**config.mk**
```make
export PLATFORM = sky130hd
export DESIGN_NAME = phy_status_regs
export DESIGN_NICKNAME = d
export VERILOG_FILES = /design/src/phy_status_pkg.sv /design/src/phy_status_regs.sv /design/src/sat_event_counter.sv
export VERILOG_INCLUDE_DIRS = /design/src
export SDC_FILE = /design/constraint.sdc
export NUM_CORES = 1
export LEC_CHECK = 0
export ABC_AREA = 1
export BUFFER_PORTS_ARGS = -buffer_cell sky130_fd_sc_hd__buf_2
export CAP_MARGIN = 20
export CELL_PAD_IN_SITES_DETAIL_PLACEMENT = 0
export CELL_PAD_IN_SITES_GLOBAL_PLACEMENT = 2
export CORE_ASPECT_RATIO = 0.75
export CORE_MARGIN = 2
export CORE_UTILIZATION = 27
export CTS_CLUSTER_SIZE = 12
export DETAILED_ROUTE_END_ITERATION = 8
export PLACE_DENSITY = 0.88
export SYNTH_ARGS = -nofsm -noshare
export SYNTH_HDL_FRONTEND = slang
export SYNTH_SLANG_ARGS = --single-unit
```
**constraint.sdc**
```tcl
create_clock -name hclk -period 1.82 [get_ports hclk]
set_clock_uncertainty 0.15 [all_clocks]
set_input_delay 0.091 -clock hclk [delete_from_list [all_inputs] [get_ports hclk]]
set_output_delay 0.091 -clock hclk [all_outputs]
set_load 0.05 [all_outputs]
```
**src/phy_status_cfg.svh**
```systemverilog
`ifndef PHY_STATUS_CFG_SVH
`define PHY_STATUS_CFG_SVH

// Register indexes; the byte address is four times the index
`define IDX_COMBINED_STATUS 8'h10
`define IDX_FALSE_CARRIER 8'h14
`define IDX_RECEIVE_ERROR 8'h15
`define IDX_INT_STATUS 8'h18
`define IDX_INT_MASK 8'h19

// Combined status bit positions
`define BIT_LINK 0
`define BIT_SPEED10 1
`define BIT_DUPLEX 2
`define BIT_LOOPBACK 3
`define BIT_NEG_DONE 4
`define BIT_JABBER 5
`define BIT_FC_LATCH 11
`define BIT_RXERR_LATCH 13

// Counter field
`define COUNT_WIDTH 8
`define COUNT_MAX 8'hFF
`define COUNT_RESET 8'h00

// Interrupt status bit positions and width
`define INT_WIDTH 4
`define INT_FALSE_CARRIER 0
`define INT_RECEIVE_ERROR 1
`define INT_LINK_CHANGE 2
`define INT_NEG_DONE 3
`define INT_RESET 4'h0

`endif

```
**src/phy_status_pkg.sv**
```systemverilog
package phy_status_pkg;

   // Progress of one carrier event for receive error qualification
   typedef enum logic [3:0] {
      carrier_idle = 4'b0001,
      carrier_clean = 4'b0010,
      carrier_errored = 4'b0100,
      carrier_collided = 4'b1000
   } carrier_state_type;

   typedef logic [7:0] reg_index_type;

endpackage

```
**src/phy_status_regs.sv**
```systemverilog
// Chosen here: the AHB-Lite interface to the registers.
`timescale 1ns/1ps
`include "phy_status_cfg.svh"


module phy_status_regs
   import phy_status_pkg::*;
(
   input wire logic hclk,
   input wire logic hresetn,
   // AHB-Lite slave
   input wire logic hsel,
   input wire logic [31:0] haddr,
   input wire logic [1:0] htrans,
   input wire logic hwrite,
   input wire logic [2:0] hsize,
   input wire logic hready,
   input wire logic [31:0] hwdata,
   output logic hreadyout,
   output logic hresp,
   output logic [31:0] hrdata,
   // Status sources from the transceiver core
   input wire logic jabber_detect,
   input wire logic negotiation_done_flag,
   input wire logic loopback_enabled,
   input wire logic full_duplex,
   input wire logic speed_10,
   input wire logic link_valid,
   // Receive datapath events
   input wire logic false_carrier_event,
   input wire logic carrier_valid,
   input wire logic invalid_symbol,
   input wire logic collision,
   // Interrupt
   output logic irq
);

   //--------------------------------------------------------------
   // Bus decode
   //--------------------------------------------------------------

   logic addr_phase;
   logic rd_take;
   logic wr_take;
   reg_index_type addr_idx;
   logic wr_pending;
   reg_index_type wr_idx;
   logic rd_false_carrier;
   logic rd_receive_error;

   // Valid transfer to this slave; only NONSEQ and SEQ carry one
   assign addr_phase = hsel && hready && htrans[1];
   assign rd_take = addr_phase && !hwrite;
   assign wr_take = addr_phase && hwrite;
   assign addr_idx = haddr[9:2];

   // Read side effects fire when the read is accepted
   assign rd_false_carrier = rd_take && (addr_idx == `IDX_FALSE_CARRIER);
   assign rd_receive_error = rd_take && (addr_idx == `IDX_RECEIVE_ERROR);

   // Zero wait states, always OKAY
   assign hreadyout = 1'b1;
   assign hresp = 1'b0;

   // Write address held for the data phase
   always_ff @(posedge hclk or negedge hresetn) begin
      if (!hresetn) begin
         wr_pending <= 1'b0;
         wr_idx <= 8'h00;
      end else if (hready) begin
         wr_pending <= wr_take;
         wr_idx <= wr_take ? addr_idx : wr_idx;
      end
   end

   //--------------------------------------------------------------
   // Status sampling
   //--------------------------------------------------------------

   logic jabber;
   logic neg_done;
   logic loopback;
   logic duplex;
   logic speed10;
   logic link;

   // Registered mirrors; reads never write back into them
   always_ff @(posedge hclk or negedge hresetn) begin
      if (!hresetn) begin
         jabber <= 1'b0;
         neg_done <= 1'b0;
         loopback <= 1'b0;
         duplex <= 1'b0;
         speed10 <= 1'b0;
         link <= 1'b0;
      end else begin
         jabber <= jabber_detect;
         neg_done <= negotiation_done_flag;
         loopback <= loopback_enabled;
         duplex <= full_duplex;
         speed10 <= speed_10;
         link <= link_valid;
      end
   end

   //--------------------------------------------------------------
   // Carrier event qualification
   //--------------------------------------------------------------

   carrier_state_type carrier_state;
   carrier_state_type next_carrier_state;
   logic rx_error_event;

   // Collision anywhere in the event vetoes it, so judge at carrier end
   always_comb begin
      next_carrier_state = carrier_state;
      case (carrier_state)
         carrier_idle: begin
            if (carrier_valid) begin
               if (collision) begin
                  next_carrier_state = carrier_collided;
               end else if (invalid_symbol) begin
                  next_carrier_state = carrier_errored;
               end else begin
                  next_carrier_state = carrier_clean;
               end
            end
         end
         carrier_clean: begin
            if (!carrier_valid) begin
               next_carrier_state = carrier_idle;
            end else if (collision) begin
               next_carrier_state = carrier_collided;
            end else if (invalid_symbol) begin
               next_carrier_state = carrier_errored;
            end
         end
         carrier_errored: begin
            if (!carrier_valid) begin
               next_carrier_state = carrier_idle;
            end else if (collision) begin
               next_carrier_state = carrier_collided;
            end
         end
         carrier_collided: begin
            if (!carrier_valid) begin
               next_carrier_state = carrier_idle;
            end
         end
         default: begin
            next_carrier_state = carrier_idle;
         end
      endcase
   end

   // Carrier tracker state
   always_ff @(posedge hclk or negedge hresetn) begin
      if (!hresetn) begin
         carrier_state <= carrier_idle;
      end else begin
         carrier_state <= next_carrier_state;
      end
   end

   assign rx_error_event = (carrier_state == carrier_errored) &&
                           !carrier_valid;

   //--------------------------------------------------------------
   // Event counters
   //--------------------------------------------------------------

   logic [7:0] false_carrier_count;
   logic [7:0] symbol_error_count;

   sat_event_counter false_carrier_counter (
      .hclk(hclk),
      .hresetn(hresetn),
      .inc(false_carrier_event),
      .clr(rd_false_carrier),
      .count(false_carrier_count)
   );

   sat_event_counter receive_error_counter (
      .hclk(hclk),
      .hresetn(hresetn),
      .inc(rx_error_event),
      .clr(rd_receive_error),
      .count(symbol_error_count)
   );

   //--------------------------------------------------------------
   // Latched event flags
   //--------------------------------------------------------------

   logic fc_latch;
   logic rxerr_latch;

   // A new event in the read cycle keeps the flag set
   always_ff @(posedge hclk or negedge hresetn) begin
      if (!hresetn) begin
         fc_latch <= 1'b0;
         rxerr_latch <= 1'b0;
      end else begin
         if (false_carrier_event) begin
            fc_latch <= 1'b1;
         end else if (rd_false_carrier) begin
            fc_latch <= 1'b0;
         end
         if (rx_error_event) begin
            rxerr_latch <= 1'b1;
         end else if (rd_receive_error) begin
            rxerr_latch <= 1'b0;
         end
      end
   end

   //--------------------------------------------------------------
   // Interrupts
   //--------------------------------------------------------------

   logic [3:0] int_status;
   logic [3:0] int_mask;
   logic [3:0] int_events;
   logic [3:0] int_clear;
   logic link_prev;
   logic neg_done_prev;

   // Previous levels for edge events
   always_ff @(posedge hclk or negedge hresetn) begin
      if (!hresetn) begin
         link_prev <= 1'b0;
         neg_done_prev <= 1'b0;
      end else begin
         link_prev <= link;
         neg_done_prev <= neg_done;
      end
   end

   assign int_events[`INT_FALSE_CARRIER] = false_carrier_event;
   assign int_events[`INT_RECEIVE_ERROR] = rx_error_event;
   assign int_events[`INT_LINK_CHANGE] = link ^ link_prev;
   assign int_events[`INT_NEG_DONE] = neg_done && !neg_done_prev;

   // Write one to clear, during the write data phase
   assign int_clear = (wr_pending && (wr_idx == `IDX_INT_STATUS)) ?
                      hwdata[3:0] : `INT_RESET;

   // Sticky bits; a set in the clearing cycle wins
   always_ff @(posedge hclk or negedge hresetn) begin
      if (!hresetn) begin
         int_status <= `INT_RESET;
      end else begin
         int_status <= (int_status & ~int_clear) | int_events;
      end
   end

   // Mask register, one enables the source
   always_ff @(posedge hclk or negedge hresetn) begin
      if (!hresetn) begin
         int_mask <= `INT_RESET;
      end else if (wr_pending && (wr_idx == `IDX_INT_MASK)) begin
         int_mask <= hwdata[3:0];
      end
   end

   // Level output straight from flops, no glitch path
   assign irq = |(int_status & int_mask);

   //--------------------------------------------------------------
   // Read data
   //--------------------------------------------------------------

   logic [31:0] next_rdata;
   logic [31:0] status_word;

   // Upper status bits outside this block read as zero
   always_comb begin
      status_word = 32'h0000_0000;
      status_word[`BIT_LINK] = link;
      status_word[`BIT_SPEED10] = speed10;
      status_word[`BIT_DUPLEX] = duplex;
      status_word[`BIT_LOOPBACK] = loopback;
      status_word[`BIT_NEG_DONE] = neg_done;
      status_word[`BIT_JABBER] = jabber;
      status_word[`BIT_FC_LATCH] = fc_latch;
      status_word[`BIT_RXERR_LATCH] = rxerr_latch;
   end

   // Register select; counter upper bits and unmapped reads give zero
   always_comb begin
      next_rdata = 32'h0000_0000;
      if (addr_idx == `IDX_COMBINED_STATUS) begin
         next_rdata = status_word;
      end else if (addr_idx == `IDX_FALSE_CARRIER) begin
         next_rdata = {24'h00_0000, false_carrier_count};
      end else if (addr_idx == `IDX_RECEIVE_ERROR) begin
         next_rdata = {24'h00_0000, symbol_error_count};
      end else if (addr_idx == `IDX_INT_STATUS) begin
         next_rdata = {28'h000_0000, int_status};
      end else if (addr_idx == `IDX_INT_MASK) begin
         next_rdata = {28'h000_0000, int_mask};
      end
   end

   // Captured at the address edge, so the value read is the one cleared
   always_ff @(posedge hclk or negedge hresetn) begin
      if (!hresetn) begin
         hrdata <= 32'h0000_0000;
      end else if (rd_take) begin
         hrdata <= next_rdata;
      end
   end

   // hsize is accepted but only whole-word access is meaningful
   logic size_unused;
   assign size_unused = ^hsize;

endmodule // phy_status_regs

```
**src/sat_event_counter.sv**
```systemverilog
`timescale 1ns/1ps
`include "phy_status_cfg.svh"

module sat_event_counter (
   input wire logic hclk,
   input wire logic hresetn,
   input wire logic inc,
   input wire logic clr,
   output logic [7:0] count
);

   logic [7:0] next_count;

   // Saturating next value; an event in the clearing cycle still counts
   always_comb begin
      if (clr) begin
         next_count = inc ? 8'h01 : `COUNT_RESET;
      end else if (inc && (count != `COUNT_MAX)) begin
         next_count = count + 8'h01;
      end else begin
         next_count = count;
      end
   end

   // Counter state
   always_ff @(posedge hclk or negedge hresetn) begin
      if (!hresetn) begin
         count <= `COUNT_RESET;
      end else begin
         count <= next_count;
      end
   end

endmodule // sat_event_counter

```
==> run_results.csv, run 1 <==
group,metric,value,unit
timing,slew_headroom,60.67,%
critical_path,reg2reg_slack,0.19,ns
layout,fillers,1258,
timing,setup_tns,0,ns
detailed_routing,postRouteAntennaNets,0,
die,die_y,99.06,microns
detailed_routing,first_pass_iters,4,
yosys,yosysWarnings,0,
pwr,leakage,2.111,nW
detailed_routing,drt_wl_total,7570,microns
yosys,post_synth.cell_area_avg,7.993,sq um
pwr,power,0.004217,W
cts,cts_resized,0,
layout,drive_gt1_share,19.55,%
die,num_rows,34,
placed_design,pre_cts_ws,0.1803,ns
critical_path,reg2regPathDepth,8,
run_status,outcome,"finished clean",
critical_path,critPathCaptureType,"flip-flop",
yosys,synth_area_leaders,"dfrtp_1 43%, nand2_1 11%, nand3_1 6.6%",
yosys,synth_area_leader_cell,"dfrtp_1",
cts,cts_tree,"built",
detailed_routing,avgRoutedWirePerCell,11.68,microns
global_route,grt_max_degree,25,
yosys,synthCells,407,
timing,worst_pin_slew,0.5900,ns
placed_design,dp.final_hpwl,5699,microns
die,core_area,11660,sq um
timing,finalSetupViolations,0,
critical_path,critPathKind,"input pin to flip-flop",
global_route,overflow,0,
yosys,ys_ff_latch,57,
yosys,ys_seq_area_share,43.88,%
yosys,synth.cell_area,3253,sq um
global_route,antenna_found_initial,0,
pwr,vdd_drop_max,0.0004951,V
layout,fin_nets,568,
layout,area_growth,26.04,%
critical_path,cp_data_arrival_time,1.79,ns
critical_path,timing.rr.start,"receive_error_counter.count[0]$_DFFE_PN0P_",
layout,final_common_cell,"nand2_1",
cts,cts_sinks,57,
global_route,groute.usage.overall,12.81,%
timing,rsz0062_at_grt,"yes",
critical_path,r2r-end,"receive_error_counter.count[6]$_DFFE_PN0P_",
global_route,grt_pass1_wl,12910,microns
critical_path,start_kind,"input pin",
timing,period_share,95.73,%
detailed_routing,vias,2805,
detailed_routing,post-route-drc-count,0,
timing,timing.fmax,574.0,MHz
timing,finalHoldViolations,0,
cts,cts.clk_slew.worst_paths,0.05,ns
timing,worst_slack,0.07777,ns
worst_hold_path,min_from,"hsel",
cts,clk_root_buffer_cell,"clkbuf_16",
placed_design,dp.cells,604,
placed_design,port_buffers,38,
layout,final_cell_mix,"94 x nand2_1, 56 x dfrtp_1, 48 x inv_1, 43 x nand3_1, 38 x buf_2",
yosys,synth_top_area_share,43.08,%
critical_path,critical_path_required,1.87,ns
critical_path,crit_fanout,11,
detailed_routing,via_per_inst,4.329,
placed_design,gp_congestion,0.7638,
cts,cts_made_buffers,9,
worst_hold_path,holdPathEnd,"wr_pending$_DFFE_PN0P_",
job,drv_cap,0,
cts,htreeDepth,3,
detailed_routing,dr.first_iter.drc_count,117,
pwr,p_per_area,1028,nW/um^2
timing,drv_slew,0,
die,io_pins,119,
cts,clockBufferDepth,2,
layout,diodes,0,
global_route,grt_pass1_vias,2627,
die,die_width,130.7,microns
worst_hold_path,min_path_cells,4,
yosys,synth_cell_types,37,
die,dieArea,12950,sq um
worst_hold_path,hold_path.class,"input pin to flip-flop",
die,start_util,27.91,%
cts,clock_latency,0.32,ns
layout,fin_cells,648,
timing,min_period,1.742,ns
==> critical path, cell delays in order <==
cell and delay, ns:
dlygate4sd3_1 0.54, buf_2 0.12, inv_1 0.06, nand2_1 0.12
nor2_8 0.22, inv_2 0.06, nor2_4 0.23, nor2_2 0.11
nand2_1 0.13, nand3_1 0.09
==> layout make-up <==
class / count / area [sq um] / share of cell area [%]
well taps: 162 / 202.7 / 4.944
clock inverters: 4 / 45.04 / 1.099
clock buffers: 11 / 232.7 / 5.676
repair buffers: 74 / 533.0 / 13.00
flip-flops and latches: 57 / 1428 / 34.82
multi-input cells: 287 / 1459 / 35.58
inverters: 53 / 200.2 / 4.883
==> what timing repair did <==
action                     in CTS  in global routing
hold endpoints to repair       48                  0
setup endpoints to repair       0                  9
buffers inserted                0                  5
hold buffers                   25                  0
==> report_power, final <==
group          leakage (nW)  switching, W  internal (W)
registers             0.690      0.000181       0.00150
clock network         0.139      0.000546       0.00104
logic                  1.28      0.000612      0.000331
total                  2.11       0.00134       0.00288
==> state kept, by name, indices dropped and copies added, names as in the netlist, 4 cells and up <==
name / flops
int_mask: 4
int_status: 4
wr_idx: 8
hrdata: 10
false_carrier_counter.count: 8
receive_error_counter.count: 8
carrier_state: 4
==> metrics by stage <==
step                utilization, %  instance area [sq um]  hold slack (ns)
finish                       35.18                   4100          0.08852
global route                 35.18                   4100          0.09925
CTS                          34.94                   4073          0.08146
detailed placement           30.41                   3545         -0.02097
global placement             30.41                   3545         -0.02354
floorplan                        -                   3336          -0.3546
==> cells in the mapped netlist (all sizes together) <==
master and number:
xor2 3, nor4 1, nand4 18, clkbuf 1, nand3b 1, xnor2 2, o31ai 1, and2 1
nand2 103, conb 2, o21a 1, a21oi 6, o22ai 3, nand3 47, o211ai 1, buf 31
dfrtp 56, ha 2, o21ai 31, clkinv 2, nor3 6, inv 51, o21bai 2, nor2 34
dfstp 1
==> layer usage <==
metal	track usage, %	vias to the layer above	part of all wire (%)
li1	-	1420	-
met1	18.61	1323	51
met2	18.51	51	44
met3	3.366	11	3.7
met4	4.092	0	1.4
met5	0	-	0
==> worst max-delay path by stage <==
stage,endpoint,depth (start not counted),startpoint
CTS,hrdata[4]$_DFFE_PN0P_,10,haddr[9]
detailed placement,receive_error_counter.count[3]$_DFFE_PN0P_,8,receive_error_counter.count[0]$_DFFE_PN0P_
finish,hrdata[4]$_DFFE_PN0P_,10,haddr[8]
global route,hrdata[4]$_DFFE_PN0P_,10,haddr[8]
global placement,receive_error_counter.count[3]$_DFFE_PN0P_,8,receive_error_counter.count[0]$_DFFE_PN0P_
floorplan,receive_error_counter.count[1]$_DFFE_PN0P_,8,receive_error_counter.count[0]$_DFFE_PN0P_
==> cells by family after synthesis <==
kind of cell             synth area share (%)
AO/OA/AOI/OAI                           8.116
XOR/XNOR                                1.346
adder cells (fa/ha/maj)                0.7691
buffers and inverters                   13.81
flip-flops                              43.88
other                                  0.2309
AND/OR/NAND/NOR                         31.85
No activity file was read; power rests on OpenSTA's default activity.
==> inputs of run 2 (changes only) <==
--- a/config.mk
+++ b/config.mk
@@ -11,12 +11,13 @@
 export CAP_MARGIN = 20
 export CELL_PAD_IN_SITES_DETAIL_PLACEMENT = 0
 export CELL_PAD_IN_SITES_GLOBAL_PLACEMENT = 2
-export CORE_ASPECT_RATIO = 0.75
+export CORE_ASPECT_RATIO = 1.2
 export CORE_MARGIN = 2
 export CORE_UTILIZATION = 27
 export CTS_CLUSTER_SIZE = 12
 export DETAILED_ROUTE_END_ITERATION = 8
 export PLACE_DENSITY = 0.88
+export REMOVE_ABC_BUFFERS = 1
 export SYNTH_ARGS = -nofsm -noshare
 export SYNTH_HDL_FRONTEND = slang
 export SYNTH_SLANG_ARGS = --single-unit
==> run_results.csv, run 2 (synthesized netlist as in run 1, its figures left out) <==
group,metric,value,unit
pwr,vdd_drop_max,0.0004192,V
die,start_util,27.86,%
die,io_pins,119,
timing,timing.fmax,591.9,MHz
placed_design,port_buffers,38,
die,core_area,11670,sq um
detailed_routing,post-route-drc-count,0,
global_route,groute.usage.overall,12.36,%
cts,cts.clk_slew.worst_paths,0.06,ns
placed_design,dp.final_hpwl,5498,microns
detailed_routing,dr.first_iter.drc_count,83,
critical_path,worstPathCellList,"dlygate4sd3_1 > buf_2 > inv_1 > nand2_2 > nor2_8 > inv_2 > nor2_4 > nor2_2 > o21ai_0 > o21bai_1",
job,drv_cap,0,
detailed_routing,wl_met3,266,microns
cts,cts_made_buffers,9,
timing,slew_headroom,65.88,%
global_route,overflow,0,
detailed_routing,avgRoutedWirePerCell,11.76,microns
detailed_routing,dr.max_layer_used,"met4",
cts,clockBufferDepth,2,
layout,fin_nets,572,
cts,htreeDepth,3,
critical_path,slowest_stage,"dlygate4sd3_1",
pwr,p_per_area,1033,nW/um^2
cts,cts_tree,"built",
critical_path,cp_data_arrival_time,1.75,ns
worst_hold_path,hold_path.class,"input pin to flip-flop",
detailed_routing,vias,2839,
die,die_width,104.2,microns
pwr,leakage,2.122,nW
timing,drv_slew,0,
critical_path,crit_family,"buffers and inverters",
critical_path,critPathKind,"input pin to flip-flop",
layout,regMostFlops,"hrdata",
timing,finalHoldViolations,0,
die,dieArea,12950,sq um
placed_design,gp_congestion,0.8382,
layout,largest_reg_flops,10,
critical_path,critical_path_required,1.88,ns
detailed_routing,wirelength_met1,3572,microns
global_route,antenna_found_initial,0,
critical_path,start_kind,"input pin",
timing,worst_pin_slew,0.5119,ns
detailed_routing,via_per_inst,4.381,
critical_path,critPathCaptureType,"flip-flop",
critical_path,crit_path_max_incr_delay,0.53,ns
timing,finalSetupViolations,0,
critical_path,crit_fanout,6,
placed_design,dp.cells,603,
layout,area_growth,27.65,%
layout,final_cell_mix,"93 x nand2_1, 56 x dfrtp_1, 48 x inv_1, 43 x nand3_1, 38 x buf_2",
detailed_routing,first_pass_iters,4,
detailed_routing,postRouteAntennaNets,0,
timing,finalHoldWorstSlack,0.08175,ns
cts,clock_latency,0.33,ns
timing,min_period,1.690,ns
global_route,grt_pass1_wl,12900,microns
cts,clk_root_buffer_cell,"clkbuf_16",
layout,drive_gt1_share,20.98,%
global_route,grt_pass1_vias,2712,
detailed_routing,met2_length,3663,microns
layout,final_common_cell,"nand2_1",
layout,fin_cells,648,
detailed_routing,drt_wl_total,7622,microns
run_status,outcome,"finished clean",
global_route,grt_max_degree,26,
die,num_rows,43,
cts,cts_sinks,57,
layout,diodes,0,
critical_path,cp_num_buf_inv,4,
timing,period_share,92.83,%
die,die_y,124.2,microns
## run 2: cell count changes in the layout (fill, tap and decap cells not counted), sizes merged
cell / change
clkbuf: -2
clkinvlp: +3
buf: +2
nor2: +2
## run 2: tightest hold or removal path: cells and delay by family
kind          cells  cell delay [ns]
buf+inv           2             0.25
simple gates      3             0.17
## run 2: final timing paths
check                                                                 from                                    endpoint  slack (ns)  cells past startpoint
worst min-delay path                                                hwrite                       hrdata[2]$_DFFE_PN0P_        0.08                      5
worst max-delay path                                              haddr[8]                       hrdata[3]$_DFFE_PN0P_        0.13                     10
worst min register to register                          neg_done$_DFF_PN0_                     neg_done_prev$_DFF_PN0_        0.27                      0
min in group asynchronous                                          hresetn                       wr_idx[4]$_DFFE_PN0P_        0.12                      2
worst max register to register  false_carrier_counter.count[1]$_DFFE_PN0P_  false_carrier_counter.count[2]$_DFFE_PN0P_        0.19                      8
max in group asynchronous                                          hresetn  false_carrier_counter.count[3]$_DFFE_PN0P_        0.88                      3
## run 2: what timing repair did
action,in CTS,in global routing
gates resized for setup,0,2
hold buffers,25,0
setup buffers,0,3
endpoints found under the setup margin,0,7
endpoints found under the hold margin,86,0
## run 2: layer usage
layer / vias to the layer above / track usage (%)
met5: - / 0
met4: 0 / 4.849
met3: 9 / 2.987
met2: 57 / 19.78
met1: 1342 / 16.07
li1: 1431 / -
## run 2: per-stage QoR
stage	setup TNS, ns	instance area (sq um)	power (W)	worst slack [ns]	utilization [%]
finish	0	4153	0.004291	0.1305	35.57
global placement	0	3568	0.002579	0.1953	30.56
floorplan	0	3087	0.002349	0.1891	-
CTS	0	4115	0.004330	0.04976	35.25
detailed placement	0	3568	0.002605	0.1937	30.56
global route	-0.0005125	4153	0.004598	-0.0005125	35.57
## run 2: report_power, final
part           internal [W]  switching (W)
Sequential          0.00150       0.000175
Combinational      0.000336       0.000618
Clock               0.00105       0.000607
## run 2: area by class of cell
| cell class | instances | area (sq um) |
|---|---|---|
| clock inverters | 7 | 71.32 |
| repair buffers | 76 | 548.0 |
| fillers | 1251 | 7522 |
| well taps | 157 | 196.4 |
| inverters | 53 | 200.2 |
| clock buffers | 9 | 225.2 |
| multi-input cells | 289 | 1484 |
| flip-flops and latches | 57 | 1428 |
